<file path="src/verilog/usfrm_pkg.sv">
// shared constants, types and layouts for the serial frame-format block
package usfrm_pkg;

  // register indices on the plain register port
  localparam logic [2:0] ADDR_DATA = 3'h0;
  localparam logic [2:0] ADDR_STAT = 3'h1;
  localparam logic [2:0] ADDR_CTRLB = 3'h2;
  localparam logic [2:0] ADDR_CTRLC = 3'h3;
  localparam logic [2:0] ADDR_BAUDL = 3'h4;
  localparam logic [2:0] ADDR_BAUDH = 3'h5;

  // status register bit positions
  localparam int STAT_RXC = 7;
  localparam int STAT_TXC = 6;
  localparam int STAT_TXE = 5;
  localparam int STAT_FE = 4;
  localparam int STAT_OVR = 3;
  localparam int STAT_PE = 2;

  // ctrl_reg_b bit positions
  localparam int CTRLB_RXEN = 4;
  localparam int CTRLB_TXEN = 3;
  localparam int CTRLB_CSZ2 = 2;
  localparam int CTRLB_RXB8 = 1;
  localparam int CTRLB_TXB8 = 0;

  // ctrl_reg_c bit positions
  localparam int CTRLC_PM_HI = 5;
  localparam int CTRLC_PM_LO = 4;
  localparam int CTRLC_STOP2 = 3;
  localparam int CTRLC_CSZ_HI = 2;
  localparam int CTRLC_CSZ_LO = 1;

  // reset values and format encodings
  localparam logic [2:0] CSZ_RESET = 3'h3;
  localparam logic [2:0] CSZ_NINE = 3'h7;
  localparam logic [11:0] BAUD_RESET = 12'h000;
  localparam int BAUD_W = 12;

  // bit timing: sixteen baud ticks per bit, mid-bit at the eighth
  localparam logic [3:0] TICK_LAST = 4'hf;
  localparam logic [3:0] TICK_MID = 4'h7;

  // transmitter sequence
  typedef enum logic [2:0] {
    TX_IDLE = 3'b000,
    TX_START = 3'b001,
    TX_DATA = 3'b010,
    TX_PAR = 3'b011,
    TX_STOP1 = 3'b100,
    TX_STOP2 = 3'b101
  } usfrm_tx_type;

  // receiver sequence
  typedef enum logic [2:0] {
    RX_IDLE = 3'b000,
    RX_START = 3'b001,
    RX_DATA = 3'b010,
    RX_PAR = 3'b011,
    RX_STOP = 3'b100
  } usfrm_rx_type;

  // frame format shared by both directions
  typedef struct packed {
    logic [2:0] char_size_sel;
    logic [1:0] parity_mode_sel;
    logic stop2;
  } usfrm_format_type;

endpackage

</file>
<file path="src/verilog/usfrm_core.sv">
// serial frame-format transmitter and receiver with register port
// Summary of operation
// - accept all thirty start/data/parity/stop combinations
// - data bits go least significant first
// - parity bit sits between data and stop
// - start bit is driven low
// - every stop bit is driven high
// - line rests high between frames
// - next frame may start right after stop
// - both directions use one format setting
// - format change mid-frame may corrupt frames
// - data bit count from three-bit size field
// - two-bit parity field enables and picks parity
// - stop select chooses one or two stops
// - receiver checks only the first stop
// - frame error only when first stop low
// - even parity is xor of data bits
// - odd parity is inverted xor
// - stop select plus size three: 8N2
// - transmit-complete and receive-complete flags provided
// - size seven selects nine bits via bit8
// - parity only when upper parity bit set
// - baud counter reloads at zero or low write
//
// Our own choices: the address-and-strobe port and the register offsets.
`timescale 1ns/1ps
`default_nettype none

module usfrm_core
  import usfrm_pkg::*;
(
  // clock and reset
  input wire logic clk_i,
  input wire logic rst_i,
  // register port
  input wire logic [2:0] addr_i,
  input wire logic [7:0] wdata_i,
  input wire logic we_i,
  input wire logic re_i,
  output logic [7:0] rdata_o,
  // serial line
  input wire logic serial_in_pin_i,
  output logic serial_out_pin_o,
  // status levels
  output logic tx_complete_flag_o,
  output logic rx_complete_flag_o
);

  // whole block state
  typedef struct packed {
    usfrm_format_type fmt;
    logic rx_en;
    logic tx_en;
    logic tx_b8;
    logic [BAUD_W-1:0] baud_div;
    logic [BAUD_W-1:0] baud_cnt;
    logic [8:0] tx_buf;
    logic tx_buf_full;
    logic tx_complete;
    usfrm_tx_type tx_state;
    logic [8:0] tx_shift;
    logic [3:0] tx_bit;
    logic [3:0] tx_tick;
    logic tx_par;
    logic serial_out;
    logic rx_sync1;
    logic rx_sync2;
    usfrm_rx_type rx_state;
    logic [3:0] rx_tick;
    logic [3:0] rx_bit;
    logic [8:0] rx_shift;
    logic rx_par_err;
    logic [8:0] rx_buf;
    logic rx_complete;
    logic frame_error;
    logic parity_error;
    logic overrun;
    logic [7:0] rd_data;
  } usfrm_state_type;

  usfrm_state_type r;
  usfrm_state_type next_r;

  // data bits per frame from the size field
  function automatic logic [3:0] data_bits(input logic [2:0] csz);
    case (csz)
      3'h0: data_bits = 4'h5;
      3'h1: data_bits = 4'h6;
      3'h2: data_bits = 4'h7;
      3'h3: data_bits = 4'h8;
      3'h7: data_bits = 4'h9;
      default: data_bits = 4'h8; // reserved codes behave as eight bits
    endcase
  endfunction

  // parity over only the bits the frame carries
  function automatic logic parity_of(input logic [8:0] d, input logic [2:0] csz,
                                     input logic odd);
    logic [8:0] mask;
    mask = 9'h1ff >> (4'h9 - data_bits(csz));
    parity_of = (^(d & mask)) ^ odd;
  endfunction

  logic baud_tick;
  logic par_on;
  logic [3:0] nbits;
  logic rx_line;

  // format decode shared by both directions
  assign baud_tick = (r.baud_cnt == '0);
  assign par_on = r.fmt.parity_mode_sel[1];
  assign nbits = data_bits(r.fmt.char_size_sel);
  assign rx_line = r.rx_sync2;

  // next-state logic for the whole block
  always_comb begin
    next_r = r;

    // baud down-counter, reloaded at zero or on a low-byte write
    if (we_i && addr_i == ADDR_BAUDL) begin
      next_r.baud_cnt = {r.baud_div[BAUD_W-1:8], wdata_i};
    end else if (baud_tick) begin
      next_r.baud_cnt = r.baud_div;
    end else begin
      next_r.baud_cnt = r.baud_cnt - 1'b1;
    end

    // configuration writes take effect at once, even mid-frame
    if (we_i) begin
      case (addr_i)
        ADDR_STAT: begin
          if (wdata_i[STAT_TXC]) begin
            next_r.tx_complete = 1'b0; // write one to clear
          end
        end
        ADDR_CTRLB: begin
          next_r.rx_en = wdata_i[CTRLB_RXEN];
          next_r.tx_en = wdata_i[CTRLB_TXEN];
          next_r.fmt.char_size_sel[2] = wdata_i[CTRLB_CSZ2];
          next_r.tx_b8 = wdata_i[CTRLB_TXB8];
        end
        ADDR_CTRLC: begin
          next_r.fmt.parity_mode_sel = wdata_i[CTRLC_PM_HI:CTRLC_PM_LO];
          next_r.fmt.stop2 = wdata_i[CTRLC_STOP2];
          next_r.fmt.char_size_sel[1:0] = wdata_i[CTRLC_CSZ_HI:CTRLC_CSZ_LO];
        end
        ADDR_BAUDL: next_r.baud_div[7:0] = wdata_i;
        ADDR_BAUDH: next_r.baud_div[BAUD_W-1:8] = wdata_i[BAUD_W-9:0];
        default: ;
      endcase
    end

    // reading the data buffer consumes the received character
    if (re_i && addr_i == ADDR_DATA) begin
      next_r.rx_complete = 1'b0;
    end

    // transmitter: sixteen baud ticks per bit
    if (baud_tick && r.tx_state != TX_IDLE) begin
      next_r.tx_tick = r.tx_tick + 1'b1;
    end
    case (r.tx_state)
      TX_IDLE: begin
        if (r.tx_en && r.tx_buf_full) begin
          next_r.tx_state = TX_START;
          next_r.tx_shift = r.tx_buf;
          next_r.tx_par = parity_of(r.tx_buf, r.fmt.char_size_sel,
                                    r.fmt.parity_mode_sel[0]);
          next_r.tx_buf_full = 1'b0;
          next_r.tx_tick = '0;
          next_r.tx_bit = '0;
        end
      end
      TX_START: begin
        if (baud_tick && r.tx_tick == TICK_LAST) begin
          next_r.tx_state = TX_DATA;
        end
      end
      TX_DATA: begin
        if (baud_tick && r.tx_tick == TICK_LAST) begin
          if (r.tx_bit == nbits - 4'h1) begin
            next_r.tx_state = par_on ? TX_PAR : TX_STOP1;
          end else begin
            next_r.tx_bit = r.tx_bit + 4'h1;
          end
        end
      end
      TX_PAR: begin
        if (baud_tick && r.tx_tick == TICK_LAST) begin
          next_r.tx_state = TX_STOP1;
        end
      end
      TX_STOP1, TX_STOP2: begin
        if (baud_tick && r.tx_tick == TICK_LAST) begin
          if (r.tx_state == TX_STOP1 && r.fmt.stop2) begin
            next_r.tx_state = TX_STOP2;
          end else if (r.tx_buf_full) begin
            // back-to-back frame, no idle gap
            next_r.tx_state = TX_START;
            next_r.tx_shift = r.tx_buf;
            next_r.tx_par = parity_of(r.tx_buf, r.fmt.char_size_sel,
                                      r.fmt.parity_mode_sel[0]);
            next_r.tx_buf_full = 1'b0;
            next_r.tx_bit = '0;
          end else begin
            next_r.tx_state = TX_IDLE;
            next_r.tx_complete = 1'b1;
          end
        end
      end
      default: next_r.tx_state = TX_IDLE;
    endcase

    // receiver: two-flop synchroniser on the pin
    next_r.rx_sync1 = serial_in_pin_i;
    next_r.rx_sync2 = r.rx_sync1;
    if (baud_tick && r.rx_state != RX_IDLE) begin
      next_r.rx_tick = r.rx_tick + 1'b1;
    end
    case (r.rx_state)
      RX_IDLE: begin
        if (r.rx_en && !rx_line) begin
          next_r.rx_state = RX_START;
          next_r.rx_tick = '0;
        end
      end
      RX_START: begin
        // confirm start at mid-bit, then sample once per bit time
        if (baud_tick && r.rx_tick == TICK_MID) begin
          if (rx_line) begin
            next_r.rx_state = RX_IDLE; // glitch, not a start bit
          end else begin
            next_r.rx_state = RX_DATA;
            next_r.rx_tick = '0;
            next_r.rx_bit = '0;
            next_r.rx_shift = '0;
          end
        end
      end
      RX_DATA: begin
        if (baud_tick && r.rx_tick == TICK_LAST) begin
          next_r.rx_shift[r.rx_bit] = rx_line;
          if (r.rx_bit == nbits - 4'h1) begin
            next_r.rx_state = par_on ? RX_PAR : RX_STOP;
            next_r.rx_par_err = 1'b0;
          end else begin
            next_r.rx_bit = r.rx_bit + 4'h1;
          end
        end
      end
      RX_PAR: begin
        if (baud_tick && r.rx_tick == TICK_LAST) begin
          next_r.rx_par_err = rx_line ^ parity_of(r.rx_shift, r.fmt.char_size_sel,
                                                  r.fmt.parity_mode_sel[0]);
          next_r.rx_state = RX_STOP;
        end
      end
      RX_STOP: begin
        // only the first stop is looked at; a second one reads as idle
        if (baud_tick && r.rx_tick == TICK_LAST) begin
          next_r.rx_state = RX_IDLE;
          next_r.rx_buf = r.rx_shift;
          next_r.frame_error = !rx_line;
          next_r.parity_error = r.rx_par_err;
          next_r.overrun = r.rx_complete;
          next_r.rx_complete = 1'b1;
        end
      end
      default: next_r.rx_state = RX_IDLE;
    endcase

    // data write after the shifter so a load cannot swallow it
    if (we_i && addr_i == ADDR_DATA) begin
      next_r.tx_buf = {r.tx_b8, wdata_i};
      next_r.tx_buf_full = 1'b1;
    end

    // registered line level follows the coming transmit state
    case (next_r.tx_state)
      TX_START: next_r.serial_out = 1'b0;
      TX_DATA: next_r.serial_out = next_r.tx_shift[next_r.tx_bit];
      TX_PAR: next_r.serial_out = next_r.tx_par;
      TX_STOP1, TX_STOP2: next_r.serial_out = 1'b1;
      default: next_r.serial_out = 1'b1;
    endcase

    // read data valid only in the cycle after the strobe
    next_r.rd_data = '0;
    if (re_i) begin
      case (addr_i)
        ADDR_DATA: next_r.rd_data = r.rx_buf[7:0];
        ADDR_STAT: begin
          next_r.rd_data[STAT_RXC] = r.rx_complete;
          next_r.rd_data[STAT_TXC] = r.tx_complete;
          next_r.rd_data[STAT_TXE] = !r.tx_buf_full;
          next_r.rd_data[STAT_FE] = r.frame_error;
          next_r.rd_data[STAT_OVR] = r.overrun;
          next_r.rd_data[STAT_PE] = r.parity_error;
        end
        ADDR_CTRLB: begin
          next_r.rd_data[CTRLB_RXEN] = r.rx_en;
          next_r.rd_data[CTRLB_TXEN] = r.tx_en;
          next_r.rd_data[CTRLB_CSZ2] = r.fmt.char_size_sel[2];
          next_r.rd_data[CTRLB_RXB8] = r.rx_buf[8];
          next_r.rd_data[CTRLB_TXB8] = r.tx_b8;
        end
        ADDR_CTRLC: begin
          next_r.rd_data[CTRLC_PM_HI:CTRLC_PM_LO] = r.fmt.parity_mode_sel;
          next_r.rd_data[CTRLC_STOP2] = r.fmt.stop2;
          next_r.rd_data[CTRLC_CSZ_HI:CTRLC_CSZ_LO] = r.fmt.char_size_sel[1:0];
        end
        ADDR_BAUDL: next_r.rd_data = r.baud_div[7:0];
        ADDR_BAUDH: next_r.rd_data[BAUD_W-9:0] = r.baud_div[BAUD_W-1:8];
        default: next_r.rd_data = '0;
      endcase
    end
  end

  // state register; line and synchroniser reset to idle high
  always_ff @(posedge clk_i) begin
    if (rst_i) begin
      r <= '0;
      r.serial_out <= 1'b1;
      r.rx_sync1 <= 1'b1;
      r.rx_sync2 <= 1'b1;
      r.fmt.char_size_sel <= CSZ_RESET;
      r.baud_div <= BAUD_RESET;
    end else begin
      r <= next_r;
    end
  end

  // outputs straight from flip-flops
  assign rdata_o = r.rd_data;
  assign serial_out_pin_o = r.serial_out;
  assign tx_complete_flag_o = r.tx_complete;
  assign rx_complete_flag_o = r.rx_complete;
endmodule

`default_nettype wire

</file>
<file path="config.mk">
export PLATFORM = sky130hd
export DESIGN_NAME = usfrm_core
export DESIGN_NICKNAME = d
export VERILOG_FILES = /design/src/verilog/usfrm_pkg.sv /design/src/verilog/usfrm_core.sv
export SDC_FILE = /design/constraint.sdc
export NUM_CORES = 1
export LEC_CHECK = 0
export ABC_AREA = 1
export ABC_CLOCK_PERIOD_IN_PS = 6600
export BUFFER_PORTS_ARGS = -buffer_cell sky130_fd_sc_hd__buf_2
export CORE_MARGIN = 2
export CORE_UTILIZATION = 65
export DETAILED_ROUTE_END_ITERATION = 10
export PLACE_DENSITY = 0.83
export SYNTH_ARGS = -nofsm -noshare
export SYNTH_HDL_FRONTEND = slang
export SYNTH_SLANG_ARGS = --single-unit
</file>
<file path="constraint.sdc">
create_clock -name clk_i -period 6.6 [get_ports clk_i]
set_input_delay 0.99 -clock clk_i [delete_from_list [all_inputs] [get_ports clk_i]]
set_output_delay 0.99 -clock clk_i [all_outputs]
set_load 0.005 [all_outputs]
</file>
# --- Word level (Yosys, flattened, before mapping) ---
# Index checks and enable logic that the tools add are counted.
word_totals:
  regBits: 110
  inputBits: 16
  output_inout_bits: 11
  elab_cells: 204
classes:
  n_addsub: 9
  order_cmp: 3
  n_eq_ne: 36
  n_shift: 3
  muxes: 74
  bitwise: 8
  n_reduce_logical: 39
op_table:
  columns: ["op", "count"]
  rows:
  - ["$mux 4", 16]
  - ["$mux 3", 10]
  - ["$pmux 3 s5", 2]
  - ["$and 9x9->9", 3]
  - ["$eq 3x2->1 const B", 9]
  - ["$reduce_xor 9->1", 3]
  - ["$shr 9x4->9 const A", 3]
  - ["$mux 13", 2]
  - ["$pmux 13 s2", 1]
  - ["$mux 12", 2]
  - ["$mux 21", 1]
  - ["$mux 20", 1]
  - ["$eq 3x3->1 const B", 6]
  - ["$mux 18", 1]
  - ["$pmux 9 s2", 1]
  - ["$mux 17", 1]
  - ["$add 4x1->4 const B", 4]
  - ["$mux 1", 16]
  - ["$ne 2x2->1 const B", 8]
  - ["$pmux 4 s4", 1]
  - ["$eq 3x1->1 const B", 5]
  - ["$mux 14", 1]
  - ["$logic_and 1x1->1", 12]
  - ["$logic_not 12->1", 1]
  - ["other kinds (33)", 62]

# --- Logic depth before layout (Yosys ltp) ---
logic_depth:
  word_depth: 16
  mapped_depth: 22
  mapped_depth_nobuf: 22

# --- Worst setup path after synthesis ---
# No wires, ideal clock.
synth_timing:
  kind: "register to register"
  from: "register r[109] (netlist name)"
  to: "register r (netlist bit serial_out_pin_o)"
  setup_time_ns: 0.113
  t_arrival_ns: 2.264
  required_time_ns: 6.487
  path_slack_ns: 4.223
  stages_incl_launch_ff: 21
  path_buffers: 1
  synth_period_minus_slack_ns: 2.377
  path_cell_list: "dfxtp_1 > inv_2 > nand2_4 > a21oi_1 > inv_1 > ha_1 > xnor2_2 > buf_6 > nand3_1 > inv_1 > nand2_1 > nand2_1 > nand2_1 > nand2_1 > inv_1 > nand3_1 > nand2_1 > nand2_2 > nand2_2 > a21oi_2 > nand2_1"
synth_via:
  elab_chain_cells: 16
  word_cells_on_any_way: 40
  classes_between: "add/sub (3); eq/ne (7); shift (2); mux (21); bitwise (4); reduce/logical (3)"
synth_rtl:
  columns: ["item", "line", "rtl"]
  rows:
  - ["from (decl)", "usfrm_core.sv:81", "usfrm_state_type r;"]
  - ["from (signal assigned)", "usfrm_core.sv:329", "r <= next_r;"]
  - ["$eq 3x3->1 (tied with other cells)", "usfrm_core.sv:86", "case (csz)"]
  - ["$pmux 4 s4 (*)", "usfrm_core.sv:86", null]
  - ["$mux 4", "usfrm_core.sv:197", "end else if (r.tx_buf_full) begin"]
  - ["$mux 4", "usfrm_core.sv:195", "if (r.tx_state == TX_STOP1 && r.fmt.stop2) begin"]
  - ["$mux 4", "usfrm_core.sv:194", "if (baud_tick && r.tx_tick == TICK_LAST) begin"]
  - ["$mux 4", "usfrm_core.sv:162", "case (r.tx_state)"]
  - ["$sub 4x4->4", "usfrm_core.sv:100", "mask = 9'h1ff >> (4'h9 - data_bits(csz));"]
  - ["$shr 9x4->9", "usfrm_core.sv:100", null]
  - ["$and 9x9->9", "usfrm_core.sv:101", "parity_of = (^(d & mask)) ^ odd;"]
  - ["$reduce_xor 9->1", "usfrm_core.sv:101", null]
  - ["$xor 1x1->1", "usfrm_core.sv:101", null]
  - ["$mux 1", "usfrm_core.sv:197", null]
  - ["$mux 1", "usfrm_core.sv:195", null]
  - ["$mux 1", "usfrm_core.sv:194", null]
  - ["$pmux 1 s2", "usfrm_core.sv:162", null]
  - ["$pmux 1 s3 (*)", "usfrm_core.sv:279", "case (next_r.tx_state)"]
# Mark *: on every way between the ends. The rest lies on a longest branch, timed or not. The select of a mux whose other input is x is not followed.
# A chain may end at the register's enable or synchronous reset.

# --- Final worst setup path ---
# Ends and elaborated chain as after synthesis.

==> impl_metrics.py <==
metrics = {
    "outcome": {
        "status": "finished clean",
    },
    "synthesis": {
        "synth-edff-count": 0,
        "synth_cell_types": 56,
        "synth_cells": 971,
        "synth_nets": 1001,
        "ys.flop_type": "dfxtp_1",
        "synth-seq-area-share": 0.335,
        "yosysWarnings": 0,
        "post_synth.cell_area_avg_um2": 6.76,
        "ys_seq_elements": 110,
        "synthArstFlopShare": 0,
        "syn_area_mm2": 0.00657,
    },
    "die": {
        "ios": 27,
        "initial_utilization": 0.672,
        "chipHeight_um": 105,
        "placementRows": 36,
        "die_w_um": 105,
        "coreArea_mm2": 0.00977,
        "dieArea_mm2": 0.0109,
    },
    "sta": {
        "hold_viol_final": 0,
        "setup_slack_ns": 3.48,
        "layout_min_cycle_time_ns": 3.12,
        "whs_ns": 0.421,
        "finalSetupTns_ns": 0,
        "clock_skew_ns": 0.0110,
        "setup_viol": 0,
        "rsz0062_at_grt": "false",
        "worst_slew_pin_slew_ns": 0.792,
        "fmax_mhz": 320,
        "relSlewSlack": 0.468,
        "drv_slew": 0,
        "fin_crit_sh": 0.473,
    },
    "cts": {
        "root_buffer": "clkbuf_8",
        "ctsHtreeMaxLevel": 3,
        "cts_tree": "done",
        "clk_latency_ns": 0.38,
        "clkSinkCount": 110,
        "ctsHoldBuffers": 0,
        "clkTransAtPathRegs_ns": 0.11,
        "cts.path.max_buffers": 2,
        "post_cts_buffers": 0,
        "cts_resized": 0,
        "cts_buffers": 9,
    },
    "power": {
        "ir_drop_mv": 0.240,
        "power_mw": 1.73,
        "p_leak_nw": 3.01,
        "powerDensity_mw_per_mm2": 251,
    },
    "route": {
        "dr.pass1.iters": 6,
        "vias": 6295,
        "drtIter0Drc": 516,
        "wirelength_um": 16200,
        "wire_per_inst_um": 14.5,
        "post-route-drc-count": 0,
        "routed_via_density": 5.65,
        "antenna_left": 0,
    },
    "worst_setup_path": {
        "crit_fanout": 12,
        "reg2reg_depth": 19,
        "path_buf_inv": 4,
        "path_cells": "inv_2 -> nand2_4 -> a21oi_1 -> inv_1 -> ha_1 -> xnor2_2 -> nand3_1 -> inv_1 -> nand2_1 -> nand2_1 -> nand2_1 -> nand2_1 -> inv_1 -> nand3_1 -> nand2_1 -> nand2_2 -> nand2_2 -> a21oi_2 -> nand2_1",
        "cp-end-kind": "flop",
        "criticalPathCategory": "flop to flop",
        "r2r_slack_ns": 3.48,
        "reg2reg_to": "serial_out_pin_o$_SDFF_PP1_",
        "required_ns": 6.88,
        "crit_path_frequent_cell": "nand2_1",
        "crit_path_start_kind": "flop",
        "cp_slowest_stage_delay_ns": 0.56,
        "cpLargestDelayFamily": "simple AND/OR/NAND/NOR gates",
        "reg2reg_from": "r[109]$_SDFFE_PP0P_",
        "arrival_ns": 3.41,
        "cpMaxStageDelayCell": "xnor2_2",
    },
    "global_routing": {
        "gr-usage-all-layers": 0.303,
        "grt_pass1_wl_um": 27000,
        "grt-ovfl-total": 0,
        "grt_max_degree": 57,
        "grt_pass1_vias": 5685,
        "grt_antenna_before_repair": 0,
    },
    "min_path": {
        "hold_end": "rx_line$_SDFF_PP1_",
        "worstHoldStart": "next_r[42]$_SDFF_PP1_",
        "hold_class": "flop to flop",
        "holdPathStages": 1,
    },
    "final_layout": {
        "antenna_cells": 0,
        "nets": 1006,
        "final_layout_size_suffix_gt1_frac": 0.111,
        "area_growth_pct": 4.97,
    },
    "placement": {
        "dpl.hpwl_um": 12100,
        "gp_congestion": 0.998,
        "io_buffers": 26,
        "place_ws_ns": 3.55,
    },
    "job": {
        "drv_cap": 0,
    },
}
==> where the power goes <==
part / leakage, nW / total [mW] / internal [mW] / switching, mW
logic: 2.02 / 0.532 / 0.186 / 0.346
registers: 0.892 / 0.770 / 0.718 / 0.0516
clock network: 0.106 / 0.429 / 0.182 / 0.247
total: 3.01 / 1.73 / 1.09 / 0.645
==> sequential cells by signal, summed over array words and instances, names as in the netlist <==
register and flops:
par_on 1, rx_line 1, next_r 1, tx_complete_flag_o 1, rdata_o 8, r 96
rx_complete_flag_o 1, serial_out_pin_o 1
==> kinds of logic after synthesis <==
family,synth area share
and+or+nand+nor,0.319
AOI/OAI and AO/OA,0.178
buffers and inverters,0.106
DFF,0.335
xor gates and xnor gates,0.0333
adders and majority gates,0.0267
muxes,0.00152
==> cells in the mapped netlist (13+ instances only) <==
cell | count | share of area
ha_1 | 14 | 0.027
inv_1 | 126 | 0.072
nor3_1 | 17 | 0.013
xor2_1 | 15 | 0.020
nand3_1 | 50 | 0.038
dfxtp_1 | 110 | 0.34
o21ai_0 | 67 | 0.051
clkbuf_1 | 13 | 0.0074
nand2_1 | 204 | 0.12
a21oi_1 | 69 | 0.053
nor2_1 | 120 | 0.069
a211oi_1 | 17 | 0.019
==> layer usage <==
metal	up-vias	global-route usage	routed length, µm
met3	29	0.0501	1050
li1	3164	-	-
met5	-	0	0
met2	221	0.475	7210
met1	2881	0.424	7550
met4	0	0.0994	347
==> cells in the final DEF, fill, tap and decap left out, types with 9 or more instances in the layout <==
cell        n
inv_1     126
nand2_1   204
nand2_2    11
dfxtp_1   110
o21ai_0    67
a21oi_1    69
clkbuf_8    9
buf_2      26
xor2_1     15
a211oi_1   17
nand3_1    50
ha_1       14
nor2_2     11
nor2_1    120
nor3_1     17
==> cell type report <==
type                            count  area, µm²
Clock inverter                      7       81.3
Multi-Input combinational cell    692       3670
Fill cell                         870       2880
Inverter                          136        515
Clock buffer                        9        124
Sequential cell                   110       2200
Timing Repair Buffer               27        138
Tap cell                          133        166
==> worst max-delay path by stage <==
stage / start / endpoint / cells after the start
4_1_cts: r[109]$_SDFFE_PP0P_ / serial_out_pin_o$_SDFF_PP1_ / 19
3_3_place_gp: rst_i / r[30]$_SDFFE_PP0P_ / 5
6_report: r[109]$_SDFFE_PP0P_ / serial_out_pin_o$_SDFF_PP1_ / 19
3_5_place_dp: r[109]$_SDFFE_PP0P_ / serial_out_pin_o$_SDFF_PP1_ / 19
5_1_grt: r[109]$_SDFFE_PP0P_ / serial_out_pin_o$_SDFF_PP1_ / 19
2_1_floorplan: r[109]$_SDFFE_PP0P_ / serial_out_pin_o$_SDFF_PP1_ / 20
==> through the flow <==
step / instances / cell area (µm²) / utilization
after floorplan: 971 / 6570 / -
after global placement: 1098 / 6690 / 0.684
after detailed placement: 1098 / 6690 / 0.684
after CTS: 1114 / 6890 / 0.705
after global routing: 1114 / 6890 / 0.705
final: 1114 / 6890 / 0.705
Note: power is estimated with default switching activity, not from simulation.
